--- src/pfs_pkg.sv ---
/*
 * pfs_pkg: shared constants of the pin function selector.
 * Assumes a 32-bit AXI4-Lite register bus with byte addresses.
 */
package pfs_pkg;
    // widths
    localparam int ADDR_W = 6;
    localparam int PA_W   = 8;
    localparam int PB_W   = 4;
    localparam int AN_W   = 7;
    localparam int SEL_W  = 2;

    // register byte offsets
    localparam logic [ADDR_W-1:0] OFF_PA_LO_SEL = 6'h00;
    localparam logic [ADDR_W-1:0] OFF_PA_HI_SEL = 6'h04;
    localparam logic [ADDR_W-1:0] OFF_PB_LO_SEL = 6'h08;
    localparam logic [ADDR_W-1:0] OFF_PA_DATA   = 6'h0c;
    localparam logic [ADDR_W-1:0] OFF_PA_DIR    = 6'h10;
    localparam logic [ADDR_W-1:0] OFF_PB_DATA   = 6'h14;
    localparam logic [ADDR_W-1:0] OFF_PB_DIR    = 6'h18;
    localparam logic [ADDR_W-1:0] OFF_WAKE_EN   = 6'h1c;
    localparam logic [ADDR_W-1:0] OFF_BIT_OP    = 6'h20;

    // reset values
    localparam logic [7:0] RST_SEL  = 8'h00;
    localparam logic [7:0] RST_PORT = 8'hff;
    localparam logic [7:0] RST_WAKE = 8'h00;

    // select field positions
    localparam int A7_LSB = 6;
    localparam int A6_LSB = 4;
    localparam int A5_LSB = 2;
    localparam int A4_LSB = 0;
    localparam int B2_LSB = 4;
    localparam int B0_LSB = 0;

    // select codes
    localparam logic [SEL_W-1:0] SEL_C2 = 2'h2;
    localparam logic [SEL_W-1:0] SEL_C3 = 2'h3;

    // bit operation register fields
    localparam int BOP_IDX_LSB = 0;
    localparam int BOP_VAL     = 3;
    localparam int BOP_DIR     = 4;
    localparam int BOP_PB      = 5;

    // bus responses
    localparam logic [1:0] RESP_OKAY   = 2'h0;
    localparam logic [1:0] RESP_SLVERR = 2'h2;
endpackage : pfs_pkg

--- src/pfs_sel_if.sv ---
/*
 * pfs_sel_if: decoded pin routing between decoder and top.
 * Assumes one driver, the decoder, on the dec modport.
 */
`timescale 1ns/100ps
interface pfs_sel_if;
    import pfs_pkg::*;
    logic [PA_W-1:0] a_timer_drv;
    logic [PA_W-1:0] a_analog;
    logic [PB_W-1:0] b_analog;
    logic [AN_W-1:0] analog_en;
    logic            vref_en;
    logic            std_cap_en;
    logic            per_cap_en;
    logic            per_clk_en;
    logic            std_clk_en;
    logic            ext_int_en;
    modport dec (output a_timer_drv, a_analog, b_analog, analog_en,
                 vref_en, std_cap_en, per_cap_en, per_clk_en,
                 std_clk_en, ext_int_en);
    modport top (input a_timer_drv, a_analog, b_analog, analog_en,
                 vref_en, std_cap_en, per_cap_en, per_clk_en,
                 std_clk_en, ext_int_en);
endinterface : pfs_sel_if

--- src/pfs_decode.sv ---
/*
 * pfs_decode: turns the select fields into per-pin routing.
 * Assumes register values come from the same clock domain.
 */
`timescale 1ns/100ps
module pfs_decode
    import pfs_pkg::*;
(
    input  wire logic [SEL_W-1:0] pa_lo_sel,
    input  wire logic [7:0]       pa_hi_sel,
    input  wire logic [7:0]       pb_lo_sel,
    pfs_sel_if.dec                sel
);
    // field extraction
    wire logic [SEL_W-1:0] a0 = pa_lo_sel;
    wire logic [SEL_W-1:0] a7 = pa_hi_sel[A7_LSB +: SEL_W];
    wire logic [SEL_W-1:0] a6 = pa_hi_sel[A6_LSB +: SEL_W];
    wire logic [SEL_W-1:0] a5 = pa_hi_sel[A5_LSB +: SEL_W];
    wire logic [SEL_W-1:0] a4 = pa_hi_sel[A4_LSB +: SEL_W];
    wire logic [SEL_W-1:0] b2 = pb_lo_sel[B2_LSB +: SEL_W];
    wire logic [SEL_W-1:0] b0 = pb_lo_sel[B0_LSB +: SEL_W];

    // timer outputs driven onto a0 and a7
    assign sel.a_timer_drv = {a7 == SEL_C2, 6'h00, a0 == SEL_C3};

    // analog and reference pins lose the digital driver
    assign sel.a_analog = {a7 == SEL_C3, a6 == SEL_C3,
                           a5 == SEL_C2 || a5 == SEL_C3,
                           a4 == SEL_C3, 4'h0};
    // b3 and b1 have no decode: reserved codes stay gpio
    assign sel.b_analog = {3'h0, b0 == SEL_C3};

    // converter channel and reference enables, channel six on top
    assign sel.analog_en = {a7 == SEL_C3, a6 == SEL_C3, a5 == SEL_C3,
                            a4 == SEL_C3, 2'h0, b0 == SEL_C3};
    assign sel.vref_en = (a5 == SEL_C2);

    // shared digital inputs
    assign sel.std_cap_en = (a0 != SEL_C3);
    assign sel.per_cap_en = (a7 != SEL_C2) && (a7 != SEL_C3);
    assign sel.per_clk_en = (a4 != SEL_C3);
    assign sel.std_clk_en = (b2 != SEL_C3);
    assign sel.ext_int_en = (b0 != SEL_C3);
endmodule : pfs_decode

--- src/pfs_top.sv ---
/*
 * pfs_top: pin function selector with port data, direction and
 * wake-up logic behind an AXI4-Lite slave.
 * Assumes pins are asynchronous; timers and sleep_mode share aclk.
 */
// What this block does
// - A0 field: codes 00-10 gpio with standard capture, 11 standard timer out.
// - A7 field: 00/01 gpio with periodic capture, 10 periodic out, 11 ch6.
// - A6 field: codes 00-10 gpio, 11 analog channel five.
// - A5 field: 00/01 gpio, 10 voltage reference, 11 analog channel four.
// - A4 field: 00-10 gpio with periodic clock input, 11 channel three.
// - B3 field: 00 gpio, other codes reserved.
// - B2 field: 00-10 gpio with standard timer clock input.
// - B1 field: 00 gpio, other codes reserved.
// - B0 field: 00-10 gpio with external interrupt, 11 channel zero.
// - A0 select register holds two bits; upper bits read zero.
// - Reset sets all port data and direction registers to ones.
// - Output pin drives high unless data written first.
// - Bit set and clear read the whole port, modify, write back.
// - Falling edge on wake-enabled port A pin wakes from sleep.
// - Direction one is input, zero output; output reads the latch.
// - Wake-up only for gpio input pins while in sleep.
`timescale 1ns/100ps
module pfs_top
    import pfs_pkg::*;
(
    input  wire logic              aclk,
    input  wire logic              aresetn,
    input  wire logic [ADDR_W-1:0] awaddr,
    input  wire logic              awvalid,
    output wire logic              awready,
    input  wire logic [31:0]       wdata,
    input  wire logic [3:0]        wstrb,
    input  wire logic              wvalid,
    output wire logic              wready,
    output wire logic [1:0]        bresp,
    output wire logic              bvalid,
    input  wire logic              bready,
    input  wire logic [ADDR_W-1:0] araddr,
    input  wire logic              arvalid,
    output wire logic              arready,
    output wire logic [31:0]       rdata,
    output wire logic [1:0]        rresp,
    output wire logic              rvalid,
    input  wire logic              rready,
    input  wire logic [PA_W-1:0]   pa_in,
    output wire logic [PA_W-1:0]   pa_out,
    output wire logic [PA_W-1:0]   pa_oe,
    input  wire logic [PB_W-1:0]   pb_in,
    output wire logic [PB_W-1:0]   pb_out,
    output wire logic [PB_W-1:0]   pb_oe,
    input  wire logic              standard_timer_out,
    input  wire logic              periodic_timer_out,
    output wire logic              standard_timer_capture_in,
    output wire logic              standard_timer_clock_in,
    output wire logic              periodic_timer_capture_in,
    output wire logic              periodic_timer_clock_in,
    output wire logic              external_interrupt_in,
    output wire logic [AN_W-1:0]   analog_channel_en,
    output wire logic              vref_en,
    input  wire logic              sleep_mode,
    output wire logic              wake_req
);
    ////////////////////////////////////////////////////////////////////
    // state
    logic [SEL_W-1:0]  pa_lo_sel_q;
    logic [7:0]        pa_hi_sel_q;
    logic [7:0]        pb_lo_sel_q;
    logic [PA_W-1:0]   pa_data_q;
    logic [PA_W-1:0]   pa_dir_q;
    logic [PB_W-1:0]   pb_data_q;
    logic [PB_W-1:0]   pb_dir_q;
    logic [PA_W-1:0]   wake_en_q;
    logic [PA_W-1:0]   pa_s1_q;
    logic [PA_W-1:0]   pa_s2_q;
    logic [PA_W-1:0]   pa_s3_q;
    logic [PB_W-1:0]   pb_s1_q;
    logic [PB_W-1:0]   pb_s2_q;
    logic              aw_rdy_q;
    logic              w_rdy_q;
    logic              ar_rdy_q;
    logic              bvalid_q;
    logic [1:0]        bresp_q;
    logic              rvalid_q;
    logic [1:0]        rresp_q;
    logic [31:0]       rdata_q;
    logic [ADDR_W-1:0] awaddr_q;
    logic [7:0]        wdata_q;
    logic              wstrb0_q;
    logic [PA_W-1:0]   pa_out_q;
    logic [PA_W-1:0]   pa_oe_q;
    logic [PB_W-1:0]   pb_out_q;
    logic [PB_W-1:0]   pb_oe_q;
    logic              std_cap_q;
    logic              std_clk_q;
    logic              per_cap_q;
    logic              per_clk_q;
    logic              ext_int_q;
    logic [AN_W-1:0]   analog_en_q;
    logic              vref_en_q;
    logic              wake_q;

    pfs_sel_if sel ();

    pfs_decode pfs_decode_inst (
        .pa_lo_sel (pa_lo_sel_q),
        .pa_hi_sel (pa_hi_sel_q),
        .pb_lo_sel (pb_lo_sel_q),
        .sel       (sel)
    );

    ////////////////////////////////////////////////////////////////////
    // bus handshake decode
    wire logic aw_take = awvalid && aw_rdy_q;
    wire logic w_take  = wvalid && w_rdy_q;
    wire logic ar_take = arvalid && ar_rdy_q;
    wire logic do_wr   = !aw_rdy_q && !w_rdy_q && !bvalid_q;
    wire logic b_done  = bvalid_q && bready;
    wire logic r_done  = rvalid_q && rready;
    wire logic wr_en   = do_wr && wstrb0_q;

    // write address decode
    wire logic [ADDR_W-1:0] wa = {awaddr_q[ADDR_W-1:2], 2'h0};
    wire logic wr_pa_lo  = wr_en && (wa == OFF_PA_LO_SEL);
    wire logic wr_pa_hi  = wr_en && (wa == OFF_PA_HI_SEL);
    wire logic wr_pb_lo  = wr_en && (wa == OFF_PB_LO_SEL);
    wire logic wr_pa_dat = wr_en && (wa == OFF_PA_DATA);
    wire logic wr_pa_dir = wr_en && (wa == OFF_PA_DIR);
    wire logic wr_pb_dat = wr_en && (wa == OFF_PB_DATA);
    wire logic wr_pb_dir = wr_en && (wa == OFF_PB_DIR);
    wire logic wr_wake   = wr_en && (wa == OFF_WAKE_EN);
    wire logic wr_bop    = wr_en && (wa == OFF_BIT_OP);
    wire logic wa_hit    = wr_pa_lo || wr_pa_hi || wr_pb_lo || wr_pa_dat
                        || wr_pa_dir || wr_pb_dat || wr_pb_dir || wr_wake
                        || wr_bop || !wstrb0_q;

    ////////////////////////////////////////////////////////////////////
    // port read view: input pins show the pin, outputs the latch
    wire logic [PA_W-1:0] pa_view =
        (pa_dir_q & pa_s2_q) | (~pa_dir_q & pa_data_q);
    wire logic [PB_W-1:0] pb_view =
        (pb_dir_q & pb_s2_q) | (~pb_dir_q & pb_data_q);

    // bit set and clear: whole port read, one bit changed, written back
    wire logic [2:0] bop_idx = wdata_q[BOP_IDX_LSB +: 3];
    wire logic bop_val = wdata_q[BOP_VAL];
    wire logic bop_dir = wdata_q[BOP_DIR];
    wire logic bop_pb  = wdata_q[BOP_PB];
    wire logic [7:0] bop_cur =
        bop_dir ? (bop_pb ? {4'h0, pb_dir_q} : pa_dir_q)
                : (bop_pb ? {4'h0, pb_view} : pa_view);
    wire logic [7:0] bop_mask = 8'h01 << bop_idx;
    wire logic [7:0] rmw_byte =
        bop_val ? (bop_cur | bop_mask) : (bop_cur & ~bop_mask);
    wire logic bop_pa_dat = wr_bop && !bop_dir && !bop_pb;
    wire logic bop_pa_dir = wr_bop && bop_dir && !bop_pb;
    wire logic bop_pb_dat = wr_bop && !bop_dir && bop_pb;
    wire logic bop_pb_dir = wr_bop && bop_dir && bop_pb;

    // next port register values
    wire logic [PA_W-1:0] pa_data_d = wr_pa_dat ? wdata_q :
        (bop_pa_dat ? rmw_byte : pa_data_q);
    wire logic [PA_W-1:0] pa_dir_d = wr_pa_dir ? wdata_q :
        (bop_pa_dir ? rmw_byte : pa_dir_q);
    wire logic [PB_W-1:0] pb_data_d = wr_pb_dat ? wdata_q[PB_W-1:0] :
        (bop_pb_dat ? rmw_byte[PB_W-1:0] : pb_data_q);
    wire logic [PB_W-1:0] pb_dir_d = wr_pb_dir ? wdata_q[PB_W-1:0] :
        (bop_pb_dir ? rmw_byte[PB_W-1:0] : pb_dir_q);

    ////////////////////////////////////////////////////////////////////
    // read mux, upper bits read zero
    wire logic [ADDR_W-1:0] ra = {araddr[ADDR_W-1:2], 2'h0};
    wire logic ra_hit = (ra == OFF_PA_LO_SEL) || (ra == OFF_PA_HI_SEL)
        || (ra == OFF_PB_LO_SEL) || (ra == OFF_PA_DATA)
        || (ra == OFF_PA_DIR) || (ra == OFF_PB_DATA)
        || (ra == OFF_PB_DIR) || (ra == OFF_WAKE_EN)
        || (ra == OFF_BIT_OP);
    wire logic [7:0] rd_byte =
        (ra == OFF_PA_LO_SEL) ? {6'h00, pa_lo_sel_q} :
        (ra == OFF_PA_HI_SEL) ? pa_hi_sel_q :
        (ra == OFF_PB_LO_SEL) ? pb_lo_sel_q :
        (ra == OFF_PA_DATA)   ? pa_view :
        (ra == OFF_PA_DIR)    ? pa_dir_q :
        (ra == OFF_PB_DATA)   ? {4'h0, pb_view} :
        (ra == OFF_PB_DIR)    ? {4'h0, pb_dir_q} :
        (ra == OFF_WAKE_EN)   ? wake_en_q : 8'h00;

    ////////////////////////////////////////////////////////////////////
    // pin routing
    wire logic [PA_W-1:0] a_timer_val =
        {periodic_timer_out, 6'h00, standard_timer_out};
    wire logic [PA_W-1:0] pa_out_d = (sel.a_timer_drv & a_timer_val)
        | (~sel.a_timer_drv & pa_data_q);
    wire logic [PA_W-1:0] pa_oe_d = (sel.a_timer_drv | ~pa_dir_q)
        & ~sel.a_analog;
    wire logic [PB_W-1:0] pb_oe_d = ~pb_dir_q & ~sel.b_analog;
    wire logic [PA_W-1:0] a_gpio_in =
        pa_dir_q & ~sel.a_timer_drv & ~sel.a_analog;
    wire logic [PA_W-1:0] pa_fall = pa_s3_q & ~pa_s2_q;
    wire logic wake_d = sleep_mode
        && |(pa_fall & wake_en_q & a_gpio_in);

    ////////////////////////////////////////////////////////////////////
    // pin synchronisers
    always_ff @(posedge aclk)
    begin
        pa_s1_q <= pa_in;
        pa_s2_q <= pa_s1_q;
        pa_s3_q <= pa_s2_q;
        pb_s1_q <= pb_in;
        pb_s2_q <= pb_s1_q;
    end

    // write channel
    always_ff @(posedge aclk)
    begin
        if (!aresetn)
        begin
            aw_rdy_q <= 1'b1;
            w_rdy_q  <= 1'b1;
            bvalid_q <= 1'b0;
            bresp_q  <= RESP_OKAY;
            awaddr_q <= '0;
            wdata_q  <= 8'h00;
            wstrb0_q <= 1'b0;
        end
        else
        begin
            if (aw_take)
            begin
                aw_rdy_q <= 1'b0;
                awaddr_q <= awaddr;
            end
            if (w_take)
            begin
                w_rdy_q  <= 1'b0;
                wdata_q  <= wdata[7:0];
                wstrb0_q <= wstrb[0];
            end
            if (do_wr)
            begin
                bvalid_q <= 1'b1;
                bresp_q  <= wa_hit ? RESP_OKAY : RESP_SLVERR;
            end
            if (b_done)
            begin
                bvalid_q <= 1'b0;
                aw_rdy_q <= 1'b1;
                w_rdy_q  <= 1'b1;
            end
        end
    end

    // read channel
    always_ff @(posedge aclk)
    begin
        if (!aresetn)
        begin
            ar_rdy_q <= 1'b1;
            rvalid_q <= 1'b0;
            rresp_q  <= RESP_OKAY;
            rdata_q  <= '0;
        end
        else if (ar_take)
        begin
            ar_rdy_q <= 1'b0;
            rvalid_q <= 1'b1;
            rresp_q  <= ra_hit ? RESP_OKAY : RESP_SLVERR;
            rdata_q  <= {24'h000000, rd_byte};
        end
        else if (r_done)
        begin
            ar_rdy_q <= 1'b1;
            rvalid_q <= 1'b0;
        end
    end

    // software registers, ports reset to all ones
    always_ff @(posedge aclk)
    begin
        if (!aresetn)
        begin
            pa_lo_sel_q <= RST_SEL[SEL_W-1:0];
            pa_hi_sel_q <= RST_SEL;
            pb_lo_sel_q <= RST_SEL;
            pa_data_q   <= RST_PORT;
            pa_dir_q    <= RST_PORT;
            pb_data_q   <= RST_PORT[PB_W-1:0];
            pb_dir_q    <= RST_PORT[PB_W-1:0];
            wake_en_q   <= RST_WAKE;
        end
        else
        begin
            if (wr_pa_lo)
                pa_lo_sel_q <= wdata_q[SEL_W-1:0];
            if (wr_pa_hi)
                pa_hi_sel_q <= wdata_q;
            if (wr_pb_lo)
                pb_lo_sel_q <= wdata_q;
            if (wr_wake)
                wake_en_q <= wdata_q;
            pa_data_q <= pa_data_d;
            pa_dir_q  <= pa_dir_d;
            pb_data_q <= pb_data_d;
            pb_dir_q  <= pb_dir_d;
        end
    end

    // registered pin, peripheral and wake outputs
    always_ff @(posedge aclk)
    begin
        if (!aresetn)
        begin
            pa_out_q    <= '0;
            pa_oe_q     <= '0;
            pb_out_q    <= '0;
            pb_oe_q     <= '0;
            std_cap_q   <= 1'b0;
            std_clk_q   <= 1'b0;
            per_cap_q   <= 1'b0;
            per_clk_q   <= 1'b0;
            ext_int_q   <= 1'b0;
            analog_en_q <= '0;
            vref_en_q   <= 1'b0;
            wake_q      <= 1'b0;
        end
        else
        begin
            pa_out_q    <= pa_out_d;
            pa_oe_q     <= pa_oe_d;
            pb_out_q    <= pb_data_q;
            pb_oe_q     <= pb_oe_d;
            std_cap_q   <= sel.std_cap_en && pa_s2_q[0];
            per_cap_q   <= sel.per_cap_en && pa_s2_q[7];
            per_clk_q   <= sel.per_clk_en && pa_s2_q[4];
            std_clk_q   <= sel.std_clk_en && pb_s2_q[2];
            ext_int_q   <= sel.ext_int_en && pb_s2_q[0];
            analog_en_q <= sel.analog_en;
            vref_en_q   <= sel.vref_en;
            wake_q      <= wake_d;
        end
    end

    ////////////////////////////////////////////////////////////////////
    // output ports
    assign awready = aw_rdy_q;
    assign wready  = w_rdy_q;
    assign bvalid  = bvalid_q;
    assign bresp   = bresp_q;
    assign arready = ar_rdy_q;
    assign rvalid  = rvalid_q;
    assign rresp   = rresp_q;
    assign rdata   = rdata_q;
    assign pa_out  = pa_out_q;
    assign pa_oe   = pa_oe_q;
    assign pb_out  = pb_out_q;
    assign pb_oe   = pb_oe_q;
    assign standard_timer_capture_in = std_cap_q;
    assign standard_timer_clock_in   = std_clk_q;
    assign periodic_timer_capture_in = per_cap_q;
    assign periodic_timer_clock_in   = per_clk_q;
    assign external_interrupt_in     = ext_int_q;
    assign analog_channel_en = analog_en_q;
    assign vref_en  = vref_en_q;
    assign wake_req = wake_q;
endmodule : pfs_top

--- config.mk ---
export PLATFORM = sky130hd
export DESIGN_NAME = pfs_top
export DESIGN_NICKNAME = d
export VERILOG_FILES = /design/src/pfs_pkg.sv /design/src/pfs_sel_if.sv /design/src/pfs_decode.sv /design/src/pfs_top.sv
export SDC_FILE = /design/constraint.sdc
export NUM_CORES = 1
export LEC_CHECK = 0
export BUFFER_PORTS_ARGS = -buffer_cell sky130_fd_sc_hd__buf_4
export CORE_MARGIN = 2
export CORE_UTILIZATION = 45
export CTS_BUF_LIST = sky130_fd_sc_hd__clkbuf_16
export DETAILED_ROUTE_END_ITERATION = 8
export PLACE_DENSITY_LB_ADDON = 0.05
export SYNTH_ARGS = -nofsm -noshare
export SYNTH_HDL_FRONTEND = slang
export SYNTH_SLANG_ARGS = --single-unit
export TNS_END_PERCENT = 5
--- constraint.sdc ---
create_clock -name aclk -period 2.85 [get_ports aclk]
set_input_delay 0.4275 -clock aclk [delete_from_list [all_inputs] [get_ports aclk]]
set_output_delay 0.4275 -clock aclk [all_outputs]
set_load 0.01 [all_outputs]
# After elaboration in Yosys (flattened, before gate mapping)
# Index checks and enable logic that the tools add are counted.
[totals]
elab_cells = 184
romBits = 0
latch_bits = 0
ram_bits = 0
reg_bits = 152
output_inout_bits = 79
memories = 0
[classes]
div = 0
shifts = 1
reduce_logical = 63
bitwise_logic = 27
magnitude_cmp = 0
n_mux = 26
mul = 0
n_addsub = 0
eq_ne = 30
[ops]
columns = ["operator", "n"]
rows = [
  ["8-bit 2-to-1 mux", 16],
  ["8-bit bitwise AND", 11],
  ["8-bit NOT", 5],
  ["4-bit by 3-bit equality test with 1-bit output (second input constant)", 8],
  ["8-bit OR", 4],
  ["1-bit logical AND", 30],
  ["1-bit logical OR", 18],
  ["2-bit equality test (second input constant)", 8],
  ["4-bit by 2-bit equality test with 1-bit output (second input constant)", 4],
  ["4-bit 2-to-1 mux", 4],
  ["4-bit bitwise AND", 3],
  ["6-bit logical NOT", 2],
  ["2-bit inequality test (second input constant)", 6],
  ["2-bit nonzero test", 5],
  ["4-bit by 1-bit equality test with 1-bit output (second input constant)", 2],
  ["4-bit equality test (second input constant)", 2],
  ["8-bit OR reduction", 1],
  ["1-bit by 3-bit << shifter with 8-bit output (first input constant)", 1],
  ["1-bit logical NOT", 6],
  ["1-bit 2-to-1 mux", 4],
  ["2-bit 2-to-1 mux", 2],
  ["1-bit NOT with 4-bit output", 1],
  ["4-bit NOT", 1],
  ["4-bit OR", 1],
  ["2 further kinds", 2],
]

# Logic depth before layout (Yosys ltp)
[logic_depth]
ltp_word = 15
mapped_depth = 7
depth_no_buf = 5

# Hierarchy
# Synthesis repeated with hierarchy kept, for this count alone.
[unflattened]
cells_unflattened = 726
hier_area_um2 = 6578.8
[modules_own_cells]
columns = ["mod", "cells_each", "area_each_um2", "instances"]
rows = [
  ["pfs_top", 692, 6359.8, 1],
  ["pfs_decode", 34, 219.0, 1],
]

# Worst setup path before layout
# No wires, ideal clock.
[synth_path]
path_kind = "register -> register"
start = "reg aw_rdy_q, in the netlist awready"
end = "reg pb_lo_sel_q[5]"
path_stages_with_launch = 7
arrival_time_ns = 1.957
slack_ns = 0.765
path_cell_list = "dfxtp_1 buf_6 or4b_4 buf_6 nor4_4 mux2i_1 nor2_1"
[synth_between]
elab_chain_len = 5
[synth_lines]
columns = ["element", "line_no", "source"]
rows = [
  ["start: declaration", "pfs_top.sv:79", "logic aw_rdy_q;"],
  ["start signal: assignment", "pfs_top.sv:219", "aw_rdy_q <= 1'b1;"],
  ["start signal: assignment", "pfs_top.sv:231", "aw_rdy_q <= 1'b0;"],
  ["start signal: assignment", "pfs_top.sv:248", "aw_rdy_q <= 1'b1;"],
  ["1-bit logical NOT", "pfs_top.sv:117", "wire logic do_wr = !aw_rdy_q && !w_rdy_q && !bvalid_q;"],
  ["1-bit logical AND (2 in a row)", "pfs_top.sv:117", ""],
  ["1-bit logical AND", "pfs_top.sv:120", "wire logic wr_en = do_wr && wstrb0_q;"],
  ["1-bit logical AND", "pfs_top.sv:126", "wire logic wr_pb_lo = wr_en && (wa == OFF_PB_LO_SEL);"],
  ["end signal: assignment", "pfs_top.sv:299", "pb_lo_sel_q <= wdata_q;"],
  ["end: declaration", "pfs_top.sv:68", "logic [7:0] pb_lo_sel_q;"],
]
# Every way passes these cells.
# A chain may end at the register's enable or synchronous reset.

# Worst setup path in the final report
[layout_path]
start = "reg aw_rdy_q, in the netlist awready"
end = "reg pb_dir_q[3]"
[layout_between]
elab_chain_len = 8
word_cells_on_any_way = 10
classes_between = "mux: 1; reduce/logical: 9"
[layout_lines]
columns = ["element", "line_no", "source"]
rows = [
  ["1-bit logical NOT (*)", "pfs_top.sv:117", ""],
  ["1-bit logical AND (*) (2 in a row)", "pfs_top.sv:117", ""],
  ["1-bit logical AND (*)", "pfs_top.sv:120", ""],
  ["1-bit logical AND", "pfs_top.sv:132", "wire logic wr_bop = wr_en && (wa == OFF_BIT_OP);"],
  ["1-bit logical AND (2 in a row)", "pfs_top.sv:158", "wire logic bop_pb_dir = wr_bop && bop_dir && bop_pb;"],
  ["2-bit nonzero test (no source line)", "--", ""],
  ["end signal: assignment", "pfs_top.sv:289", "pb_dir_q <= RST_PORT[PB_W-1:0];"],
  ["end signal: assignment", "pfs_top.sv:305", "pb_dir_q <= pb_dir_d;"],
  ["end: declaration", "pfs_top.sv:72", "logic [PB_W-1:0] pb_dir_q;"],
]
# Every way passes the cells marked *; elsewhere a longest branch is shown, timed or not.

==> summary.txt <==
Outcome
  – Outcome: completed

STA
  – RSZ-0062 raised after global routing: false
  – Peak Freq: 0.436 GHz
  – Min Tclk post-route: 2.29 ns
  – Slew @ Worst Pin: 0.853 ns
  – Slew HR: 0.432
  – Clock skew: between 0.005 and 0.006 ns
  – Fin crit share: 0.804
  – Max-slew violation count: 0
  – Setup TNS: 0 ns
  – Final hold violations: 0
  – Final setup viols: 0
  – Fin Hold WS: between 0.1 and 0.15 ns

Placed design
  – Placer Congestion: 0.895
  – Placed inst area: just under 0.007 mm2
  – HPWL Detailed: approximately 12,000 um
  – PortBufs: ~90

Clocking
  – Root buf cell: clkbuf_16
  – CTS clk-pin slew, worst paths: 0.06 ns
  – H-tree depth: 4
  – Post-CTS Setup Bufs: 0
  – Post-cts sizing count: 0
  – Clk sinks: 146
  – Clk_lat worst skew: 0.42 ns
  – CTS Buffer Depth: 2
  – Cts hold-fix bufs: 0
  – Num CTS Buffers: 17
  – CTS tree: done

Global route
  – Vias in the first global route: between 4,000 and 5,000
  – GRT Total Usage: 0.238
  – Initial antenna violation count: 1
  – GRT met3 Usage: 0.0684
  – First-pass GRT wire length: 26,400 um
  – Largest net degree at the start of global routing: 45
  – Total congestion overflow: 0
  – GR Layer Usage met1: 0.318
  – Met2 Usage GRT: 0.364
  – Grt peak-use layer: met2

Layout
  – Fillers: 1,237
  – # diodes: 0
  – Area of the multi-input gates: 0.00283 mm2
  – Area Overhead vs Synth: 22.0%
  – Register Area: slightly below 0.003 mm2
  – Fin area: roughly 0.0074 mm2
  – Fin nets: 840
  – Share of cells above drive strength 1: 0.189
  – Final core occ: 0.560

Die
  – Chip Height: 120 um
  – Starting density of the core: 0.459
  – Core area: 0.0132 mm2
  – IO Count: 149
  – Die area: 0.0145 mm2
  – Die W: 120 um
  – Num rows: 42

Logic synthesis
  – Sequential-to-total area share from yosys stat: 0.481
  – Netlist cell types: roughly 60
  – FF+latch count, synth: 146
  – Asr flop ratio synth: 0
  – Synth Instances: around 680
  – Number of synthesized flops with an enable pin: 0
  – Main flop type after synthesis: dfxtp_1
  – Post-Syn Area: 0.00608 mm2
  – Synth warn: 0
  – Synth Area per Inst: 8.89 um2

Power
  – Worst VDD drop: about 0.38 mV
  – PwrDens: 632 mW/mm2
  – Pleak: 0.00307 uW

Drt
  – Routed vias: between 5,000 and 6,000
  – Drt wl/cell: 17.2 um
  – DR iter-0 viols: 524
  – Vias per cell: 5.42
  – Final Routed Wirelength: 16,500 um
  – Detailed Routing Iterations Pass 1: 5
  – Antenna-violating nets left: 0
  – Detailed-route DRC error count: 0

Critical path
  – Startpoint class of the critical path: flip-flop
  – Required @ worst endpoint: 3.14 ns
  – CP Data Arrival Time: around 2.6 ns
  – Crit end category: flip-flop
  – Crit-path max FO: 13
  – Worst setup path class: flip-flop to flip-flop

Run
  – Max-Cap Viols: 0

Min path
  – Min-Delay Path Class: input port to flip-flop
==> layout by cell type (no fill, tap or decap), drive strengths merged, types with 7 or more instances in the layout <==
| cell type | n |
|---|---|
| clkbuf | 17 |
| nor3 | 11 |
| nor2b | 8 |
| inv | 14 |
| nand2b | 23 |
| conb | 28 |
| o31ai | 7 |
| and2 | 11 |
| a31oi | 9 |
| nand2 | 76 |
| dfxtp | 146 |
| nor2 | 66 |
| nand3 | 33 |
| mux2i | 37 |
| buf | 108 |
| o21ai | 34 |
| clkinv | 7 |
| nor4 | 9 |
| a21oi | 52 |
==> metrics by stage <==
| step | setup WS, ns | total power (uW) | instances |
|---|---|---|---|
| finish | 0.559 | 4690 | 959 |
| global route | 0.359 | 4850 | 959 |
| CTS | 0.545 | 4710 | 959 |
| detailed placement | 0.579 | 2560 | 927 |
| global placement | 0.627 | 2550 | 927 |
| floorplan | 0.765 | 2430 | 711 |
==> worst paths after layout <==
path,depth (start not counted),to,start,slack (ns)
max reg2reg,5,pb_dir_q[3]$_SDFFE_PN1P_,awready$_SDFFE_PP1P_,0.56
min reg2reg,0,pa_s2_q[7]$_DFF_P_,pa_s1_q[7]$_DFF_P_,0.32
max,5,pb_dir_q[3]$_SDFFE_PN1P_,awready$_SDFFE_PP1P_,0.56
min,1,pa_s1_q[0]$_DFF_P_,pa_in[0],0.11
==> layer usage <==
metal,vias to the layer above,part of all wire
met1,2443,0.45
met4,2,0.020
met5,-,0.00079
met3,28,0.073
met2,206,0.46
li1,2519,-
==> worst max-delay path, cell delays in order, from the launching register on <==
cell and delay (ns):
dfxtp_1 0.39, or4b_4 0.66, nor4_1 0.65, a31oi_1 0.19, a21oi_1 0.18, o21ai_0 0.09
==> kinds of logic (layout without fill, tap and decap cells) <==
family          Yosys count  after routing  synth area share
other cells               1             28          0.000617
simple gates            274            274             0.236
buf+inv                  80            152            0.0708
compound gates          145            145             0.147
mux                      38             38            0.0646
flops                   146            146             0.481
==> state kept, by name, summed over array words and instances, names as in the netlist, 5 cells and up <==
name               cells
pa_data_q              8
wdata_q                8
pa_s1_q                8
pb_lo_sel_q            8
pa_dir_q               8
analog_channel_en      5
rdata                  8
pa_oe                  8
pa_s2_q                8
pa_out                 8
pa_hi_sel_q            8
wake_en_q              8
pa_s3_q                8
==> cell usage after synthesis, types with 2 or more instances <==
cell type	count	area, um2
nor4_1	3	18.8
nand2_1	76	285
or2_2	4	25.0
nand3b_1	2	15.0
o311ai_0	2	17.5
clkbuf_1	31	116
nand3_1	33	165
buf_4	28	210
a211oi_1	5	37.5
a221oi_1	4	35.0
o21ai_0	34	170
nand4b_1	2	17.5
and4_1	2	17.5
o211ai_1	5	37.5
nand2b_1	23	144
and4b_1	2	20.0
nor3_1	11	55.1
a31oi_1	9	56.3
nor2b_1	8	50.1
buf_1	4	15.0
dfxtp_1	146	2920
a21oi_1	52	260
buf_6	3	33.8
a22oi_1	6	45.0
inv_1	11	41.3
o31ai_1	7	52.6
and2_1	11	68.8
buf_2	2	10.0
a22o_1	4	35.0
nor3b_1	5	37.5
a221o_1	2	20.0
nor4_4	5	106
nand4_1	6	37.5
mux2i_1	37	370
nor2_1	66	248
and3b_1	3	26.3
and3_1	6	37.5
a21o_1	3	22.5
==> cell type report <==
type / count / area share
clock inverters: 15 / 0.0202
repair buffers: 108 / 0.111
clock buffers: 17 / 0.0574
well taps: 176 / 0.0297
multi-input cells: 485 / 0.381
flip-flops and latches: 146 / 0.394
inverters: 12 / 0.00607
==> power by group <==
part / leakage (uW) / internal (uW) / total [uW] / switching (uW)
clock network: 0.000281 / 1350 / 2170 / 819
registers: 0.00120 / 2100 / 2160 / 54.9
logic: 0.00159 / 149 / 363 / 213
total: 0.00307 / 3600 / 4690 / 1090
Power figures use the tool's default switching activity.
